### config.mk
export PLATFORM = sky130hd
export DESIGN_NAME = uiem_top
export DESIGN_NICKNAME = d
export VERILOG_FILES = /design/src/uiem_pkg.sv /design/src/uiem_top.sv
export SDC_FILE = /design/constraint.sdc
export NUM_CORES = 1
export LEC_CHECK = 0
export ABC_CLOCK_PERIOD_IN_PS = 1800
export BUFFER_PORTS_ARGS = -buffer_cell sky130_fd_sc_hd__buf_4
export CAP_MARGIN = 15
export CORE_MARGIN = 4
export CORE_UTILIZATION = 33
export DETAILED_ROUTE_END_ITERATION = 6
export PLACE_DENSITY_LB_ADDON = 0.12
export SYNTH_ARGS = -nofsm -noshare
export SYNTH_HDL_FRONTEND = slang
export SYNTH_SLANG_ARGS = --single-unit
### constraint.sdc
create_clock -name hclk -period 1.8 [get_ports hclk]
set_input_delay 0.18 -clock hclk [delete_from_list [all_inputs] [get_ports hclk]]
set_output_delay 0.18 -clock hclk [all_outputs]
set_load 0.005 [all_outputs]
### src/uiem_pkg.sv
// constants for the serial peripheral interrupt enable mask
// Notes on behaviour
// writing 1 to the clear-to-send bit of the set view enables it; reads show state
// writing 1 to the clear-to-send-deasserted bit of the set view enables it
// writing 1 to the receive-byte-ready bit of the set view enables it
// writing 1 to the transmit-byte-sent bit of the set view enables it
// writing 1 to the error bit of the set view enables it; reads 1 or 0
// writing 1 to the receiver-timeout bit of the set view enables it
// writing 1 to the clear-to-send bit of the clear view disables it; reads show state
// writing 1 to the clear-to-send-deasserted bit of the clear view disables it
// writing 1 to the receive-byte-ready bit of the clear view disables it
// clear view also disables transmit-sent, error and timeout; reads show shared state
// one shared bit per event; writing 0 changes nothing; reset disables all
// interrupt request is high while any flagged event is also enabled
`default_nettype none
package uiem_pkg;
  localparam int unsigned N_EVENTS = 6;
  localparam logic [11:0] OFF_INTERRUPT_ENABLE_SET   = 12'h304;
  localparam logic [11:0] OFF_INTERRUPT_ENABLE_CLEAR = 12'h308;
  localparam logic [5:0]  ENABLE_RESET               = 6'h00;
  localparam logic [1:0]  HTRANS_NONSEQ_BIT          = 2'h2;
  localparam logic        HRESP_OKAY                 = 1'b0;
  // word bit of each event: clear_to_send, clear_to_send_deasserted,
  // receive_byte_ready, transmit_byte_sent, error, receiver_timeout
  localparam int unsigned POS_CLEAR_TO_SEND            = 0;
  localparam int unsigned POS_CLEAR_TO_SEND_DEASSERTED = 1;
  localparam int unsigned POS_RECEIVE_BYTE_READY       = 2;
  localparam int unsigned POS_TRANSMIT_BYTE_SENT       = 7;
  localparam int unsigned POS_ERROR                    = 9;
  localparam int unsigned POS_RECEIVER_TIMEOUT         = 17;
  localparam int unsigned EVENT_POS [0:N_EVENTS-1] = '{POS_CLEAR_TO_SEND, POS_CLEAR_TO_SEND_DEASSERTED,
                                                       POS_RECEIVE_BYTE_READY, POS_TRANSMIT_BYTE_SENT,
                                                       POS_ERROR, POS_RECEIVER_TIMEOUT};
endpackage
`default_nettype wire

### src/uiem_top.sv
// interrupt enable mask with set and clear views on an ahb-lite slave
`timescale 1ns/1ns
`default_nettype none
module uiem_top
  import uiem_pkg::*;
(
  input  wire logic        hclk,
  input  wire logic        hresetn,
  input  wire logic        hsel,
  input  wire logic [31:0] haddr,
  input  wire logic [1:0]  htrans,
  input  wire logic        hwrite,
  input  wire logic [2:0]  hsize,
  input  wire logic [31:0] hwdata,
  input  wire logic        hready,
  output logic             hreadyout,
  output logic             hresp,
  output logic [31:0]      hrdata,
  input  wire logic [5:0]  event_flags,
  output logic [5:0]       enable_mask,
  output logic             irq
);

  logic        dp_write;
  logic        dp_set;
  logic        dp_clr;
  logic [5:0]  enable;
  logic [5:0]  next_enable;
  logic [5:0]  wr_bits;
  logic        ap_take;
  logic        ap_mapped;
  logic [31:0] next_rdata;

  // spread the six enables onto their word bits
  function automatic logic [31:0] spread(input logic [5:0] v);
    logic [31:0] w;
    w = 32'h00000000;
    for (int i = 0; i < N_EVENTS; i++) begin
      w[EVENT_POS[i]] = v[i];
    end
    return w;
  endfunction

  // gather the six fields from a written word
  function automatic logic [5:0] gather(input logic [31:0] w);
    logic [5:0] v;
    v = 6'h00;
    for (int i = 0; i < N_EVENTS; i++) begin
      v[i] = w[EVENT_POS[i]];
    end
    return v;
  endfunction

  assign hreadyout = 1'b1;
  assign hresp     = HRESP_OKAY;
  assign ap_take   = hsel && hready && ((htrans & HTRANS_NONSEQ_BIT) != 2'h0);
  assign ap_mapped = (haddr[11:0] == OFF_INTERRUPT_ENABLE_SET) || (haddr[11:0] == OFF_INTERRUPT_ENABLE_CLEAR);

  // address phase capture of a write
  always_ff @(posedge hclk or negedge hresetn) begin
    if (!hresetn) begin
      dp_write <= 1'b0;
      dp_set   <= 1'b0;
      dp_clr   <= 1'b0;
    end else if (hready) begin
      dp_write <= ap_take && hwrite;
      dp_set   <= ap_take && hwrite && (haddr[11:0] == OFF_INTERRUPT_ENABLE_SET);
      dp_clr   <= ap_take && hwrite && (haddr[11:0] == OFF_INTERRUPT_ENABLE_CLEAR);
    end
  end

  assign wr_bits = gather(hwdata);

  // shared enable bits, set view ors in, clear view masks out
  always_comb begin
    next_enable = enable;
    if (dp_set) begin
      next_enable = enable | wr_bits;
    end else if (dp_clr) begin
      next_enable = enable & ~wr_bits;
    end
  end

  always_ff @(posedge hclk or negedge hresetn) begin
    if (!hresetn) begin
      enable <= ENABLE_RESET;
    end else begin
      enable <= next_enable;
    end
  end

  // both views read the same mask, unmapped reads give zero
  assign next_rdata = (ap_take && !hwrite && ap_mapped) ? spread(next_enable) : 32'h00000000;

  always_ff @(posedge hclk or negedge hresetn) begin
    if (!hresetn) begin
      hrdata <= 32'h00000000;
    end else if (hready) begin
      hrdata <= next_rdata;
    end
  end

  assign enable_mask = enable;
  assign irq         = |(event_flags & enable);
endmodule
`default_nettype wire

Word-level counts from Yosys, hierarchy flattened
Index checks and enable logic that the tools add are counted.
{ "totals": {"output_inout_bits": 41, "register_bits": 40} }
{ "op_classes": {"n_bitwise": 4, "reduce_logical": 10, "n_mux": 3, "eq_ne": 2} }
{ "op_table": {"columns": ["cell", "count"], "rows": [
  ["$eq 12x10->1 const B", 2],
  ["$mux 18", 1],
  ["$and 6x6->6", 2],
  ["$mux 6", 2],
  ["$logic_and 1x1->1", 7],
  ["$not 6->6", 1],
  ["$or 6x6->6", 1],
  ["$reduce_or 6->1", 1],
  ["$logic_not 1->1", 1],
  ["$logic_or 1x1->1", 1]
]} }

Longest topological paths before layout
{ "logic_depth": {"depth_word": 5, "ltp_mapped": 4, "depth_no_buf": 3} }

Least setup slack after synthesis
No wires, ideal clock.
{ "synth_timing": {"path_type": "input to register", "from": "input hready", "to": "register hrdata[9]", "path_buffers": 1, "required_time_ps": 1699, "setup_time_ps": 101, "t_arrival_ps": 876, "path_slack_ps": 823, "path_stages": 4, "cell_sequence": "buf_6 -> and4b_4 -> nand4_4 -> o32ai_1"} }
{ "synth_between": {"elab_chain_len": 5} }
{ "synth_rtl": {"columns": ["item", "line", "source"], "rows": [
  ["start: declaration", "uiem_top.sv:15", "input wire logic hready,"],
  ["$logic_and 1x1->1 (2 in a row)", "uiem_top.sv:56", "assign ap_take = hsel && hready && ((htrans & HTRANS_NONSEQ_BIT) != 2'h0);"],
  ["$logic_and 1x1->1 (2 in a row)", "uiem_top.sv:93", "assign next_rdata = (ap_take && !hwrite && ap_mapped) ? spread(next_enable) : 32'h00000000;"],
  ["$mux 18", "uiem_top.sv:93", null],
  ["end signal: assignment", "uiem_top.sv:99", "hrdata <= next_rdata;"],
  ["end: declaration", "uiem_top.sv:18", "output logic [31:0] hrdata,"]
]} }
Parallel ways exist; a longest one is shown, timed or not.
A chain may end at the register's enable or synchronous reset.

Final worst setup path
{ "layout_timing": {"from": "register enable[0] (netlist: enable_mask[0])", "to": "output irq"} }
{ "layout_between": {"elab_chain_len": 2} }
{ "layout_rtl": {"columns": ["item", "line", "source"], "rows": [
  ["start: declaration", "uiem_top.sv:27", "logic [5:0] enable;"],
  ["start signal: assignment", "uiem_top.sv:88", "enable <= next_enable;"],
  ["$and 6x6->6", "uiem_top.sv:104", "assign irq = |(event_flags & enable);"],
  ["$reduce_or 6->1", "uiem_top.sv:104", null],
  ["end: declaration", "uiem_top.sv:21", "output logic irq"]
]} }
No other way between the ends.

==> flow_metrics.tcl <==
set metrics [dict create \
    area_growth_syn_to_layout_pct 30.8 \
    synth.most_common_cell "buf_4" \
    p_comb_share_pct 21.4 \
    ys_types 18 \
    worst_ep_required_time_ns 1.62 \
    min_to "dp_clr" \
    worstSetupEndpointType "output pin" \
    power.internal_uw 537 \
    via_count 703 \
    die_h_microns 60.1 \
    swShare_pct 24.7 \
    fmax_mhz 779 \
    io_pins 121 \
    synth_top_family_by_area "buffers and inverters" \
    grt-ovfl-total 0 \
    synth_edf_count 0 \
    synthAdderAreaFrac_pct 0 \
    drc 0 \
    reg2reg_from "dp_clr" \
    ys_seq_elements 14 \
    reg2reg_depth 3 \
    cts_max_level 1 \
    layout-drive-gt1-share_pct 36.2 \
    place_inst 163 \
    rsz0062_at_grt "no" \
    grt_max_degree 15 \
    via_per_inst 4.18 \
    synth-xor-area-share_pct 0.979 \
    dr.pass1.iters 5 \
    cts_sinks 14 \
    grt_pass1_wl_mm 3.04 \
    post_cts_buffers 0 \
    hold_depth 2 \
    finalNonFillerCells 168 \
    netlist_top_cells_count "buf_4 (28), inv_1 (16), dfrtp_1 (14)" \
    synth_cells 94 \
    worstSetupPathType "reg -> out" \
    cts_resized 0 \
    cts_tree "done" \
    dp_hpwl_mm 1.63 \
    avgSynthCellArea_sq_um 9.52 \
    synth_seq_area_share_pct 39.2 \
    die_area_sq_mm 0.00361 \
    drt.antenna.violating_nets 0 \
    diodes 0 \
    fp-row-count 18 \
    synth_simple_gate_area_share_pct 12.2 \
    r2r_slack_ns 0.76 \
    die_w_microns 60.1 \
    power_frac_clock_pct 30.5 \
    synth_top_area_cell "dfrtp_1" \
    path_clk_slew_ns 0.08 \
    io_buffers 42 \
    gr-usage-all-layers_pct 11.2 \
    antenna_found_initial 0 \
    p_switching_uw 176 \
    ctsHoldBuffers 1 \
    finalHoldViolations 0 \
    drt_iter0_markers 27 \
    clock_tree.root_cell "clkbuf_4" \
    slew_violations 0 \
    pwr_density_cell_mw_per_mm2 610 \
    syn_area_sq_um 895 \
    drt-wirelength-per-cell_microns 11.4 \
    hp-class "in -> reg" \
    r2r_end "hrdata[1]" \
    period_needed_ns 1.28 \
    finalSetupViolations 0 \
    grt_pass1_vias 683 \
    synthMuxAreaShare_pct 0 \
    yosysWarningCount 0 \
    seqPwrFrac_pct 48.1 \
    cap_violations 0 \
    synthTopCellsByArea "dfrtp_1 (39%), buf_4 (23%), o32ai_1 (7.8%)" \
    arrival_ns 1.10 \
    finClkSkew_ns 0.00140 \
    startpoint_type "register" \
    cts_made_buffers 3 \
    setup_tns_ns 0 \
    wl_mm 1.91 \
    start_util_pct 35.5 \
    core_sq_mm 0.00252 \
    outcome "finished clean" \
    min_from "haddr[2]" \
    async_reset_ff_share_pct 100 \
    synth_top_area_share_pct 39.2 \
    synth_compound_area_share_pct 15.4 \
    final_nets 219 \
    synth_flop_cell "dfrtp_1" \
    clockBufferDepth 2 \
    place_congestion 0.707 \
    clk_latency_ns 0.27 \
    post-route-period-util_pct 71.3 \
    path_max_fanout 3 \
    ir_worst_vdd_mv 0.309 \
    leakagePower_nw 0.627 \
]
[cells by family (layout without fill, tap and decap cells)]
logic type	after synthesis	count (layout)
DFF	14	14
AOI/OAI and AO/OA	17	17
and+or+nand+nor	15	15
xor gates and xnor gates	1	1
buffers and inverters	45	63
other	2	28
[per-stage QoR]
step,area (sq um),power [mW],utilization [%],setup slack [ns],hold slack (ns)
after floorplan,992,0.448,-,0.823,-0.116
after global placement,1120,0.498,44.5,0.616,0.0371
after detailed placement,1120,0.501,44.5,0.606,0.0375
after CTS,1170,0.722,46.4,0.487,0.119
after global routing,1170,0.765,46.4,0.397,0.108
final,1170,0.713,46.4,0.516,0.129
[flip-flops by register name, summed over array words and instances, names as in the netlist]
signal and flops:
enable_mask 6, dp_clr 1, hrdata 6, dp_set 1
[worst max path at each step]
| stage | startpoint | cells past startpoint | end | slack [ns] |
|---|---|---|---|---|
| 3_3_place_gp | haddr[10] | 4 | hrdata[2] | 0.62 |
| 5_1_grt | enable_mask[1] | 3 | irq | 0.40 |
| 2_1_floorplan | hready | 4 | hrdata[9] | 0.82 |
| 3_5_place_dp | haddr[10] | 4 | hrdata[2] | 0.61 |
| 6_report | enable_mask[0] | 3 | irq | 0.52 |
| 4_1_cts | enable_mask[0] | 3 | irq | 0.49 |
[layout make-up]
cell class | count | area (sq um)
fillers | 251 | 1350
multi-input cells | 61 | 360
flip-flops and latches | 14 | 350
repair buffers | 43 | 325
inverters | 16 | 60.1
well taps | 30 | 37.5
clock buffers | 4 | 36.3
[layer usage]
| metal | vias to the layer above | wire, microns | global-route usage [%] |
|---|---|---|---|
| met5 | - | 0 | 0 |
| met4 | 0 | 38 | 5.70 |
| met3 | 2 | 282 | 3.24 |
| met2 | 51 | 855 | 17.9 |
| met1 | 300 | 736 | 13.5 |
| li1 | 350 | - | - |
[layout by cell type (no fill, tap or decap)]
cell type and n:
nor2_1 1, dlygate4sd3_1 1, o32ai_1 8, clkbuf_8 1, nor3_2 1, nand2b_1 1
nand3_1 1, nand4_4 1, dfrtp_1 14, and4bb_2 1, nand2_1 6, clkbuf_4 3
and4b_4 1, conb_1 28, xor2_1 1, a22oi_1 9, nor3b_1 1, buf_4 42
inv_1 16, nand4_1 1
[power by group through the flow]
stage	Combinational [mW]	Sequential, mW	Clock, mW
2_1_floorplan	0.0988	0.349	0
3_3_place_gp	0.150	0.349	0
3_5_place_dp	0.152	0.349	0
4_1_cts	0.154	0.343	0.226
5_1_grt	0.174	0.347	0.244
6_report	0.153	0.343	0.218
[worst max-delay path: stages, from the launching register on]
cell	delay, ns
dfrtp_1	0.40
a22oi_1	0.20
nand3_1	0.10
buf_4	0.14
Note: power is estimated with default switching activity, not from simulation.
